[config.mk]
export PLATFORM = sky130hd
export DESIGN_NAME = rail_good_and_fault_status
export DESIGN_NICKNAME = d
export VERILOG_FILES = /design/src/hw/rail_status_pkg.sv /design/src/hw/pin_sync.sv /design/src/hw/fault_latch.sv /design/src/hw/rail_good_and_fault_status.sv
export SDC_FILE = /design/constraint.sdc
export NUM_CORES = 1
export LEC_CHECK = 0
export BUFFER_PORTS_ARGS = -buffer_cell sky130_fd_sc_hd__buf_4
export CORE_MARGIN = 2
export CORE_UTILIZATION = 45
export DETAILED_ROUTE_END_ITERATION = 16
export GPL_ROUTABILITY_DRIVEN = 0
export HOLD_SLACK_MARGIN = 0.02
export MAX_ROUTING_LAYER = met4
export PLACE_DENSITY = 0.66
export SYNTH_ARGS = -nofsm -noshare
export SYNTH_HDL_FRONTEND = slang
export SYNTH_SLANG_ARGS = --single-unit
[constraint.sdc]
create_clock -name MCLK -period 2.1 [get_ports MCLK]
set_input_delay 0.42 -clock MCLK [delete_from_list [all_inputs] [get_ports MCLK]]
set_output_delay 0.42 -clock MCLK [all_outputs]
set_load 0.02 [all_outputs]
[src/hw/rail_status_pkg.sv]
package rail_status_pkg;

  // ----------------------------------------
  // Register offsets
  // ----------------------------------------
  localparam logic [7:0] GOOD_A_OFFSET = 8'hB0;
  localparam logic [7:0] GOOD_B_OFFSET = 8'hB1;
  localparam logic [7:0] FAULT_A_OFFSET = 8'hB2;
  localparam logic [7:0] FAULT_B_OFFSET = 8'hB3;

  // ----------------------------------------
  // Reset values and implemented-bit masks
  // ----------------------------------------
  localparam logic [7:0] GOOD_A_RESET = 8'h00;
  localparam logic [7:0] GOOD_B_RESET = 8'h00;
  localparam logic [7:0] FAULT_A_RESET = 8'h00;
  localparam logic [7:0] FAULT_B_RESET = 8'h00;
  localparam logic [7:0] BANK_A_MASK = 8'hBF;
  localparam logic [7:0] GOOD_B_MASK = 8'h39;
  localparam logic [7:0] FAULT_B_MASK = 8'h19;

  // ----------------------------------------
  // Field positions
  // ----------------------------------------
  localparam int STEPDOWN_1_POS = 0;
  localparam int LINEAR_A2_POS = 7;
  localparam int LINEAR_A3_POS = 0;
  localparam int TERMINATION_POS = 3;
  localparam int LINEAR_A1_POS = 4;
  localparam int FIVE_VOLT_POS = 5;

  // ----------------------------------------
  // Input synchroniser depth
  // ----------------------------------------
  localparam int SYNC_STAGES = 3;

  // Per-rail regulation levels
  typedef struct packed {
    logic [5:0] stepdown_rail;
    logic linear_rail_a1;
    logic linear_rail_a2;
    logic linear_rail_a3;
    logic five_volt_linear_rail;
    logic termination_rail;
  } rail_levels_s;

  // Register access from the serial engine
  typedef struct packed {
    logic wr_en;
    logic rd_en;
    logic [7:0] addr;
    logic [7:0] wdata;
  } reg_access_s;

  localparam int RAIL_COUNT = 11;

endpackage

[src/hw/pin_sync.sv]
`timescale 1ns/10ps
module pin_sync
  import rail_status_pkg::*;
(
  input wire logic clk,
  input wire logic rst_b,
  input wire logic async_in,
  output logic level_out
);

  logic [SYNC_STAGES-1:0] stage_reg;
  logic [SYNC_STAGES-1:0] stage_next;
  logic level_reg;
  logic level_next;

  // Accept a change once the last two stages agree
  always_comb begin
    stage_next = {stage_reg[SYNC_STAGES-2:0], async_in};
    level_next = level_reg;
    if (stage_reg[SYNC_STAGES-1] == stage_reg[SYNC_STAGES-2]) begin
      level_next = stage_reg[SYNC_STAGES-1];
    end
  end

  always_ff @(posedge clk or negedge rst_b) begin
    if (!rst_b) begin
      stage_reg <= '0;
      level_reg <= 1'b0;
    end else begin
      stage_reg <= stage_next;
      level_reg <= level_next;
    end
  end

  assign level_out = level_reg;

endmodule

[src/hw/fault_latch.sv]
`timescale 1ns/10ps
module fault_latch (
  input wire logic clk,
  input wire logic rst_b,
  input wire logic good,
  input wire logic clear,
  output logic flag
);

  logic flag_reg;
  logic flag_next;
  logic good_reg;
  logic good_next;

  // Loss of regulation is the falling edge of good; set wins over clear
  always_comb begin
    good_next = good;
    flag_next = flag_reg;
    if (clear) begin
      flag_next = 1'b0;
    end
    if (good_reg && !good) begin
      flag_next = 1'b1;
    end
  end

  always_ff @(posedge clk or negedge rst_b) begin
    if (!rst_b) begin
      flag_reg <= 1'b0;
      good_reg <= 1'b0;
    end else begin
      flag_reg <= flag_next;
      good_reg <= good_next;
    end
  end

  assign flag = flag_reg;

endmodule

[src/hw/rail_good_and_fault_status.sv]
`timescale 1ns/10ps
// Summary of operation
// - Good bit is 1 while rail is in regulation; linear A2 at bit 7.
// - First good register: step-down rails 1..6 on bits 0..5, bit 6 reserved.
// - Second good register: five-volt bit 5, A1 bit 4, termination 3, A3 0.
// - Good registers are read-only, reset to zero, writes ignored.
// - Fault flag sets on loss of regulation and stays until cleared.
// - Writing 1 clears a fault flag; writing 0 leaves it.
// - First fault register: A2 at bit 7, step-down 6..1 at bits 5..0.
// - Fault registers at B2h and B3h, reset to zero.
// - Second fault register: A1 bit 4, termination bit 3, A3 bit 0.
module rail_good_and_fault_status
  import rail_status_pkg::*;
(
  input wire logic MCLK,
  input wire logic RST_B,
  input wire rail_levels_s RAIL_GOOD,
  input wire reg_access_s REG_ACCESS,
  output logic [7:0] RDATA,
  output logic RDATA_VALID
);

  // ----------------------------------------
  // Rail level synchronisers
  // ----------------------------------------
  logic [RAIL_COUNT-1:0] raw_good;
  logic [RAIL_COUNT-1:0] sync_good;

  assign raw_good = RAIL_GOOD;

  genvar i;
  generate
    for (i = 0; i < RAIL_COUNT; i++) begin : g_sync
      pin_sync u_sync (
        .clk(MCLK),
        .rst_b(RST_B),
        .async_in(raw_good[i]),
        .level_out(sync_good[i])
      );
    end
  endgenerate

  rail_levels_s good_s;
  assign good_s = sync_good;

  // ----------------------------------------
  // Power-good views
  // ----------------------------------------
  logic [7:0] good_a;
  logic [7:0] good_b;

  always_comb begin
    good_a = GOOD_A_RESET;
    good_a[LINEAR_A2_POS] = good_s.linear_rail_a2;
    good_a[STEPDOWN_1_POS +: 6] = good_s.stepdown_rail;
    good_b = GOOD_B_RESET;
    good_b[FIVE_VOLT_POS] = good_s.five_volt_linear_rail;
    good_b[LINEAR_A1_POS] = good_s.linear_rail_a1;
    good_b[TERMINATION_POS] = good_s.termination_rail;
    good_b[LINEAR_A3_POS] = good_s.linear_rail_a3;
  end

  // ----------------------------------------
  // Fault latches
  // ----------------------------------------
  logic [7:0] clear_a;
  logic [7:0] clear_b;
  logic [7:0] fault_a;
  logic [7:0] fault_b;
  logic [7:0] good_a_masked;
  logic [7:0] good_b_masked;

  always_comb begin
    clear_a = 8'h00;
    clear_b = 8'h00;
    if (REG_ACCESS.wr_en && REG_ACCESS.addr == FAULT_A_OFFSET) begin
      clear_a = REG_ACCESS.wdata & BANK_A_MASK;
    end
    if (REG_ACCESS.wr_en && REG_ACCESS.addr == FAULT_B_OFFSET) begin
      clear_b = REG_ACCESS.wdata & FAULT_B_MASK;
    end
  end

  // Bit positions of the fault registers follow the good registers
  assign good_a_masked = good_a;
  assign good_b_masked = good_b;

  generate
    for (i = 0; i < 8; i++) begin : g_fault
      if (BANK_A_MASK[i]) begin : g_a
        fault_latch u_fa (
          .clk(MCLK),
          .rst_b(RST_B),
          .good(good_a_masked[i]),
          .clear(clear_a[i]),
          .flag(fault_a[i])
        );
      end else begin : g_a_res
        assign fault_a[i] = 1'b0;
      end
      if (FAULT_B_MASK[i]) begin : g_b
        fault_latch u_fb (
          .clk(MCLK),
          .rst_b(RST_B),
          .good(good_b_masked[i]),
          .clear(clear_b[i]),
          .flag(fault_b[i])
        );
      end else begin : g_b_res
        assign fault_b[i] = 1'b0;
      end
    end
  endgenerate

  // ----------------------------------------
  // Read port
  // ----------------------------------------
  logic [7:0] rdata_reg;
  logic [7:0] rdata_next;
  logic valid_reg;
  logic valid_next;

  // Writes to the good registers have no path to any state
  always_comb begin
    rdata_next = rdata_reg;
    valid_next = REG_ACCESS.rd_en;
    if (REG_ACCESS.rd_en) begin
      case (REG_ACCESS.addr)
        GOOD_A_OFFSET: rdata_next = good_a & BANK_A_MASK;
        GOOD_B_OFFSET: rdata_next = good_b & GOOD_B_MASK;
        FAULT_A_OFFSET: rdata_next = fault_a;
        FAULT_B_OFFSET: rdata_next = fault_b;
        default: rdata_next = 8'h00;
      endcase
    end
  end

  always_ff @(posedge MCLK or negedge RST_B) begin
    if (!RST_B) begin
      rdata_reg <= 8'h00;
      valid_reg <= 1'b0;
    end else begin
      rdata_reg <= rdata_next;
      valid_reg <= valid_next;
    end
  end

  assign RDATA = rdata_reg;
  assign RDATA_VALID = valid_reg;

endmodule

==> run summary, run 1 <==
delay-heaviest family, CP: flip-flops
global-route wire length before repair: 6886 um
die area: 5980 um^2
CP arrival: 0.89 ns
Final setup viols: 0
critical path cell sequence: buf_4
DR pass1 iterations: 4
pre-CTS WS: 0.5542 ns
vias in the first global route: 1532
worst setup margin: 0.7919 ns
drt wl/cell: 14.53 um
fillers: 441
register area: 1802 um^2
Pint: 2.189 mW
Final #Nets: 230
initial DRC count: 69
clk buf depth: 2
Buf/Inv on CP: 1
total wire length: 3966 um
final hold viol count: 0
Sink Count: 72
Tmin final: 1.308 ns
GRT Total Usage: 15.63%
worst-margin pin slew: 0.5010 ns
area of the multi-input gates: 575.6 um^2
PD cells: 925.4 nW/um^2
drc violations: 0
port buffer count: 37
non-filler cells, final: 273
Pleak: 1.320 nW
post-synth cell types: 24
max FFs per register: 33
Net Sw Frac: 21.01%
post-DP HPWL: 2738 um
YS warnings: 0
CP peak stage delay: 0.40 ns
Initial Utilization: 47.08%
max frequency: 764.5 MHz
slowest library cell on the worst path: dfrtp_1
slew margin rel.: 66.34%
mapped cell area: 2420 um^2
status: finished clean
n_diodes: 0
grt ovf: 0
largest net degree at the start of global routing: 42
worst hold path class: input pin to flip-flop
synthesized flop and latch total: 72
critical path class: flip-flop to output pin
Routed Antenna Nets: 0
clock skew: 0.004760 ns
setup total negative slack: 0 ns
Die Ht: 77.33 um
fin crit share: 62.29%
vias: 1360
Slew Viols, Final: 0
Critical Path Start Type: flip-flop
crit end category: output pin
root buf cell: clkbuf_8
mean cell area of the mapped netlist: 15.82 um^2
Clk network pwr share: 39.8%
Sequential Power Share: 54.2%
DP Cell Count: 257
Max-cap violations: 0
sequential-to-total area share from yosys stat: 74.46%
IR drop worst, VDD: 0.0004641 V
initial antenna violation count: 0
worst skew pair latency: 0.33 ns
Synth Net Count: 184
# IOs: 40
Clock transition at path regs: 0.07 ns
logic gate share of total power: 6.0%
CTS tree: done
post-route cell area: 2994 um^2
Die X: 77.33 um
post-synthesis cell count: 153
area of the core: 5140 um^2
H-Tree Depth: 3
placed instance area: 2778 um^2
CP max FO: 2
Switch Pwr: 582.2 uW
Inserted Clock Buffers: 9
WP data required: 1.68 ns
RSZ-0062 raised after global routing: no
Syn-to-layout area delta: 23.73%
via/cell ratio: 4.982
CTS resizes: 0
cell row count: 26
share of post-route cells with drive strength above 1: 28.57%
[Yosys cell counts]
master | number | area [um^2]
nor3_4 | 1 | 16.27
nor3b_1 | 7 | 52.55
nand4bb_4 | 1 | 27.53
o41ai_1 | 3 | 26.28
nand2_2 | 1 | 6.260
mux2i_1 | 4 | 40.04
buf_4 | 1 | 7.510
nor2_1 | 10 | 37.54
nor2b_1 | 7 | 43.79
maj3_1 | 11 | 110.1
dfrtp_1 | 72 | 1802
a22o_1 | 7 | 61.31
inv_1 | 4 | 15.01
a21oi_1 | 7 | 35.03
nand2b_1 | 1 | 6.260
buf_6 | 1 | 11.26
clkbuf_1 | 1 | 3.750
buf_2 | 1 | 5.000
mux4_2 | 3 | 67.56
conb_1 | 1 | 3.750
o21ai_0 | 3 | 15.01
o22ai_1 | 1 | 6.260
nand2_1 | 4 | 15.01
nor3_1 | 1 | 5.000
[metrics by stage]
step | hold slack, ns | utilization, % | power, mW
after detailed placement | 0.3347 | 54.04 | 1.698
after global placement | 0.3322 | 54.04 | 1.687
after global routing | 0.1722 | 58.25 | 2.888
after floorplan | 0.1244 | - | 1.597
after CTS | 0.1715 | 58.25 | 2.806
final | 0.1886 | 58.25 | 2.771
[cell type report]
type | count | share of cell area [%]
clock buffer | 13 | 5.641
clock inverter | 2 | 1.254
inverter | 4 | 0.5015
multi-input combinational | 73 | 19.22
sequential | 72 | 60.18
tap | 70 | 2.925
timing repair buffer | 39 | 10.28
[power groups by stage]
stage	clock, mW	combinational, mW	sequential (mW)
after floorplan	0	0.0791	1.52
after global placement	0	0.163	1.52
after detailed placement	0	0.168	1.53
after CTS	1.13	0.170	1.50
after global routing	1.19	0.185	1.51
final	1.10	0.165	1.50
[what timing repair did]
item,in CTS,in global routing
hold endpoints to repair,16,0
setup endpoints to repair,0,0
hold buffers,1,0
setup buffers,0,0
[worst paths after layout]
path / start / end / slack (ns) / depth (start not counted)
worst max-delay path: RDATA[0]$_DFFE_PN0P_ / RDATA[0] / 0.79 / 1
worst max register to register: g_sync[5].u_sync.level_out$_DFFE_PN0N_ / RDATA[0]$_DFFE_PN0P_ / 0.88 / 2
max in group asynchronous: RST_B / RDATA[7]$_DFFE_PN0P_ / 1.01 / 3
worst min-delay path: RAIL_GOOD[9] / g_sync[9].u_sync.stage_reg[0]$_DFF_PN0_ / 0.19 / 1
min in group asynchronous: RST_B / g_sync[2].u_sync.stage_reg[0]$_DFF_PN0_ / 0.56 / 2
worst min register to register: g_sync[6].u_sync.stage_reg[0]$_DFF_PN0_ / g_sync[6].u_sync.stage_reg[1]$_DFF_PN0_ / 0.35 / 0
[cell usage in the layout, fill, tap and decap left out, types with 3 or more instances in the layout]
cell type	synthesis	final
mux4_2	3	3
o41ai_1	3	3
nor3b_1	7	7
nor2b_1	7	7
maj3_1	11	11
a21oi_1	7	7
buf_4	1	37
mux2i_1	4	4
clkbuf_8	0	12
nor2_1	10	10
inv_1	4	4
dfrtp_1	72	72
a22o_1	7	7
nand2_1	4	4
o21ai_0	3	3
[metal layers]
metal	up-vias	GRT usage [%]	part of all wire, %	wire, um
li1	620	-	-	-
met1	701	17.85	43	1708
met2	30	24.61	50	2002
met3	9	4.302	4.3	171
met4	0	9.643	2.1	84
met5	-	-	0	0
[kinds of logic after synthesis]
group | synth area share [%]
adders and majority gates | 4.550
muxes | 4.447
AOI/OAI and AO/OA | 5.946
DFF | 74.46
and+or+nand+nor | 8.687
other | 0.1550
buffers and inverters | 1.758
Note: power is estimated with default switching activity, not from simulation.
==> run 2, diff against run 1 <==
--- a/config.mk
+++ b/config.mk
@@ -12,7 +12,7 @@
 export GPL_ROUTABILITY_DRIVEN = 0
 export HOLD_SLACK_MARGIN = 0.02
 export MAX_ROUTING_LAYER = met4
-export PLACE_DENSITY = 0.66
+export PLACE_DENSITY = 0.69
 export SYNTH_ARGS = -nofsm -noshare
 export SYNTH_HDL_FRONTEND = slang
 export SYNTH_SLANG_ARGS = --single-unit
==> constraint.sdc (replaced) <==
create_clock -name MCLK -period 1.1 [get_ports MCLK]
set_input_delay 0.22 -clock MCLK [delete_from_list [all_inputs] [get_ports MCLK]]
set_output_delay 0.22 -clock MCLK [all_outputs]
set_load 0.02 [all_outputs]
==> run 2 against run 1 <==
Effect of this change: the flow now finishes with violations (negative setup slack); register-to-register slack worse by 0.96 ns; clock-buffer cell count is 3 lower; sequential power rose by 91%; setup slack worse by 0.87 ns; critical endpoint is now RDATA[4]$_DFFE_PN0P_; utilization rose by 7.4 points; combinational power increased to 2.6 times the previous value; largest power group unchanged; clock power increased by 68%; critical path type is now flip-flop to flip-flop.
==> run summary, run 2 (synthesis gave the netlist of run 1 again) <==
status: finished with violations
failing checks: negative setup slack
grt ovf: 0
Clock transition at path regs: 0.07 ns
non-filler cells, final: 315
worst setup margin: -0.07782 ns
Routed Antenna Nets: 0
CP max FO: 2
vias: 1499
initial DRC count: 50
share of post-route cells with drive strength above 1: 36.33%
setup total negative slack: -0.1885 ns
total wire length: 4293 um
Sink Count: 72
largest net degree at the start of global routing: 29
final hold viol count: 0
# IOs: 40
Final #Nets: 271
WP data required: 1.33 ns
port buffer count: 37
CTS tree: done
clock skew: 0.006669 ns
most frequent cells in the layout: dfrtp_1 (72), buf_4 (55), dlygate4sd3_1 (13), maj3_1 (11)
most common cell after layout, fill and taps aside: dfrtp_1
Final setup viols: 5
Die Ht: 77.33 um
drc violations: 0
via/cell ratio: 4.759
n_diodes: 0
Pleak: 1.515 nW
Critical Path Start Type: flip-flop
clk buf depth: 2
Die X: 77.33 um
root buf cell: clkbuf_8
Syn-to-layout area delta: 39.50%
worst hold path class: input pin to flip-flop
Slew Viols, Final: 0
crit end category: flip-flop
area of the core: 5140 um^2
placed instance area: 2950 um^2
IR drop worst, VDD: 0.0009731 V
Initial Utilization: 47.08%
max FFs per register: 33
initial antenna violation count: 0
PD cells: 1525 nW/um^2
global-route wire length before repair: 7521 um
CP peak stage delay: 0.48 ns
post-route cell area: 3376 um^2
critical path class: flip-flop to flip-flop
die area: 5980 um^2
vias in the first global route: 1610
RSZ-0062 raised after global routing: yes
Tmin final: 1.178 ns
Max-cap violations: 0
fin crit share: 107.1%
critical path cell sequence: mux4_2 -> a22o_1
CP arrival: 1.41 ns
drt wl/cell: 13.63 um
worst skew pair latency: 0.34 ns
H-Tree Depth: 3
cell row count: 26
Inserted Clock Buffers: 9
DP Cell Count: 275
DR pass1 iterations: 4
slowest library cell on the worst path: mux4_2
max frequency: 849.0 MHz
GRT Total Usage: 17.17%
post-DP HPWL: 2999 um
[run 2: changes by cell type in the layout (fill, tap and decap cells not counted)]
cell | before | now
buf_12 | 1 | 4
buf_4 | 37 | 55
buf_6 | 0 | 8
bufinv_16 | 1 | 0
clkbuf_1 | 1 | 0
clkbuf_8 | 12 | 10
clkinv_2 | 0 | 1
clkinv_4 | 0 | 2
clkinvlp_4 | 1 | 3
dlygate4sd3_1 | 1 | 13
[run 2: worst paths after layout]
kind                                                              start                                       to  slack [ns]  cells after the start
worst max-delay path               g_fault[4].g_b.u_fb.flag$_DFFE_PN0P_                     RDATA[4]$_DFFE_PN0P_       -0.08                      2
worst min-delay path                                      REG_ACCESS[3]     g_fault[3].g_b.u_fb.flag$_DFFE_PN0P_        0.19                      4
worst max register to register     g_fault[4].g_b.u_fb.flag$_DFFE_PN0P_                     RDATA[4]$_DFFE_PN0P_       -0.08                      2
worst min register to register  g_sync[7].u_sync.stage_reg[0]$_DFF_PN0_  g_sync[7].u_sync.stage_reg[1]$_DFF_PN0_        0.35                      0
max in group asynchronous                                         RST_B                     RDATA[2]$_DFFE_PN0P_        0.35                      3
min in group asynchronous                                         RST_B  g_sync[8].u_sync.stage_reg[2]$_DFF_PN0_        0.31                      2
[run 2: area by class of cell]
class | count | area, um^2
Tap cell | 70 | 87.58
Fill cell | 391 | 1764
Inverter | 4 | 15.01
Timing Repair Buffer | 80 | 713.2
Sequential cell | 72 | 1802
Clock inverter | 6 | 45.04
Multi-Input combinational cell | 73 | 575.6
Clock buffer | 10 | 137.6
[run 2: worst max-delay path, delay by kind of cell, from the launching register on]
kind / cells / cell delay, ns
compound gates: 1 / 0.20
flops: 1 / 0.39
mux: 1 / 0.48
[run 2: report_power, final]
group | total, mW | internal, mW | switching [mW]
registers | 2.86 | 2.79 | 0.0680
logic | 0.436 | 0.252 | 0.184
clock network | 1.85 | 0.881 | 0.972
[run 2: metal layers]
| metal | vias to the layer above | share of wire [%] | track usage [%] |
|---|---|---|---|
| li1 | 704 | - | - |
| met1 | 754 | 43 | 19.68 |
| met2 | 33 | 51 | 27.30 |
| met3 | 8 | 4.4 | 6.163 |
| met4 | 0 | 1.9 | 7.679 |
| met5 | - | 0 | - |
[run 2: stage by stage]
stage	setup WS (ns)	total power [mW]	hold slack [ns]	utilization (%)
3_5_place_dp	-0.1709	3.310	0.1335	57.40
3_3_place_gp	-0.1382	3.285	0.1328	57.40
2_1_floorplan	-0.01662	3.051	-0.07559	-
6_report	-0.07782	5.147	0.1930	65.68
4_1_cts	-0.08289	5.226	0.1742	65.02
5_1_grt	-0.09851	5.408	0.2051	65.68
[run 2: timing repair]
item / CTS / global route
gates resized for setup: 7 / 1
setup buffers: 7 / 4
endpoints found under the hold margin: 33 / 0
hold buffers: 13 / 0
endpoints found under the setup margin: 10 / 11
==> run 3, diff against run 2 <==
--- a/config.mk
+++ b/config.mk
@@ -5,7 +5,7 @@
 export SDC_FILE = /design/constraint.sdc
 export NUM_CORES = 1
 export LEC_CHECK = 0
-export BUFFER_PORTS_ARGS = -buffer_cell sky130_fd_sc_hd__buf_4
+export BUFFER_PORTS_ARGS = -buffer_cell sky130_fd_sc_hd__buf_2
 export CORE_MARGIN = 2
 export CORE_UTILIZATION = 45
 export DETAILED_ROUTE_END_ITERATION = 16
==> run 3 against run 2 <==
Effect of this change: fmax increased by 1.2%; sequential share of layout area increased by 0.80 points; combinational power decreased by 6.7%; setup slack improved by 0.014 ns; critical path type unchanged; cell count decreased by 0.95%; total power increased by 7.1%; sequential power about the same; critical path depth unchanged; non-clock buffer count decreased by 2; first-iteration DRC count increased by 100%; die area unchanged; via count decreased by 1.2%; the run still ends with negative setup slack left.
==> run summary, run 3 (synthesis gave the netlist of run 1 again) <==
Die X: 77.33 um
Clock transition at path regs: 0.07 ns
CP max FO: 2
fillers: 390
Die Ht: 77.33 um
IR drop worst, VDD: 0.0008865 V
CTS tree: done
drc violations: 0
most frequent cells in the layout: dfrtp_1 (72), buf_2 (29), buf_4 (25), dlygate4sd3_1 (13)
max frequency: 859.4 MHz
die area: 5980 um^2
failing checks: negative setup slack
# IOs: 40
Routed Antenna Nets: 0
cell row count: 26
crit end category: flip-flop
DR pass1 iterations: 4
clk buf depth: 2
initial DRC count: 100
Syn-to-layout area delta: 37.44%
H-Tree Depth: 3
Tmin final: 1.164 ns
Final setup viols: 5
area of the multi-input gates: 589.3 um^2
GRT Total Usage: 16.56%
worst setup margin: -0.06364 ns
post-DP HPWL: 2713 um
Slew Viols, Final: 0
pre-CTS WS: -0.2231 ns
worst skew pair latency: 0.35 ns
post-route cell area: 3326 um^2
CP arrival: 1.40 ns
vias: 1481
n_diodes: 0
Final #Nets: 269
vias in the first global route: 1519
placed instance area: 2838 um^2
Critical Path Start Type: flip-flop
WP data required: 1.33 ns
largest net degree at the start of global routing: 73
utilization after layout: 64.70%
share of post-route cells with drive strength above 1: 36.78%
most common cell after layout, fill and taps aside: dfrtp_1
final hold viol count: 0
Pleak: 1.507 nW
total wire length: 4260 um
root buf cell: clkbuf_8
grt ovf: 0
fin crit share: 105.8%
Sink Count: 72
status: finished with violations
PD cells: 1657 nW/um^2
initial antenna violation count: 0
via/cell ratio: 4.747
worst hold path class: input pin to flip-flop
critical path class: flip-flop to flip-flop
register area: 1802 um^2
Initial Utilization: 47.08%
max FFs per register: 33
clock skew: 0.005788 ns
drt wl/cell: 13.65 um
Max-cap violations: 0
port buffer count: 37
Inserted Clock Buffers: 9
global-route wire length before repair: 7155 um
area of the core: 5140 um^2
RSZ-0062 raised after global routing: yes
==> run 3: repair_timing <==
item,4_1_cts,5_1_grt
pin swaps,0,2
gates resized for setup,16,5
endpoints found under the setup margin,10,12
setup buffers,5,6
hold buffers,13,0
hold endpoints to repair,84,0
==> run 3: power by group <==
part	switching, mW	internal [mW]	total [mW]
Combinational	0.185	0.222	0.407
Sequential	0.0679	2.79	2.86
Clock	0.921	1.32	2.25
Total	1.17	4.34	5.51
==> run 3: worst max-delay path, stage by stage, from the launching register on <==
cell and delay, ns:
dfrtp_1 0.38, mux4_2 0.47, a22o_1 0.20
==> run 3: metal layers <==
metal	wire length, um	vias up	share of wire (%)	track usage, %
li1	-	696	-	-
met1	1798	731	42	19.41
met2	2139	42	50	25.39
met3	252	12	5.9	7.558
met4	70	0	1.6	5.893
met5	0	-	0	-
==> run 3: cell type report <==
type,instances,area share (%)
Multi-Input combinational cell,73,17.72
Clock buffer,10,4.138
Timing Repair Buffer,78,18.43
Sequential cell,72,54.18
Clock inverter,5,2.445
Inverter,4,0.4515
Tap cell,70,2.634
==> run 3: worst paths after layout <==
check / startpoint / endpoint / slack [ns] / cells after the start
worst max register to register: g_fault[4].g_b.u_fb.flag$_DFFE_PN0P_ / RDATA[4]$_DFFE_PN0P_ / -0.06 / 2
min in group asynchronous: RST_B / g_sync[9].u_sync.stage_reg[1]$_DFF_PN0_ / 0.42 / 3
worst min-delay path: REG_ACCESS[0] / g_fault[0].g_b.u_fb.flag$_DFFE_PN0P_ / 0.17 / 4
max in group asynchronous: RST_B / g_fault[0].g_a.u_fa.good_reg$_DFF_PN0_ / 0.38 / 3
worst max-delay path: g_fault[4].g_b.u_fb.flag$_DFFE_PN0P_ / RDATA[4]$_DFFE_PN0P_ / -0.06 / 2
worst min register to register: g_sync[10].u_sync.stage_reg[0]$_DFF_PN0_ / g_sync[10].u_sync.stage_reg[1]$_DFF_PN0_ / 0.35 / 0
==> run 3: through the flow <==
| step | power (mW) | instances | hold slack [ns] | TNS (ns) |
|---|---|---|---|---|
| floorplan | 3.051 | 153 | -0.07559 | -0.04580 |
| global placement | 3.243 | 274 | 0.2650 | -1.427 |
| detailed placement | 3.266 | 274 | 0.2753 | -1.912 |
| CTS | 5.582 | 307 | 0.1651 | -0.1883 |
| global route | 5.774 | 312 | 0.1698 | -0.4929 |
| finish | 5.511 | 312 | 0.1730 | -0.1503 |
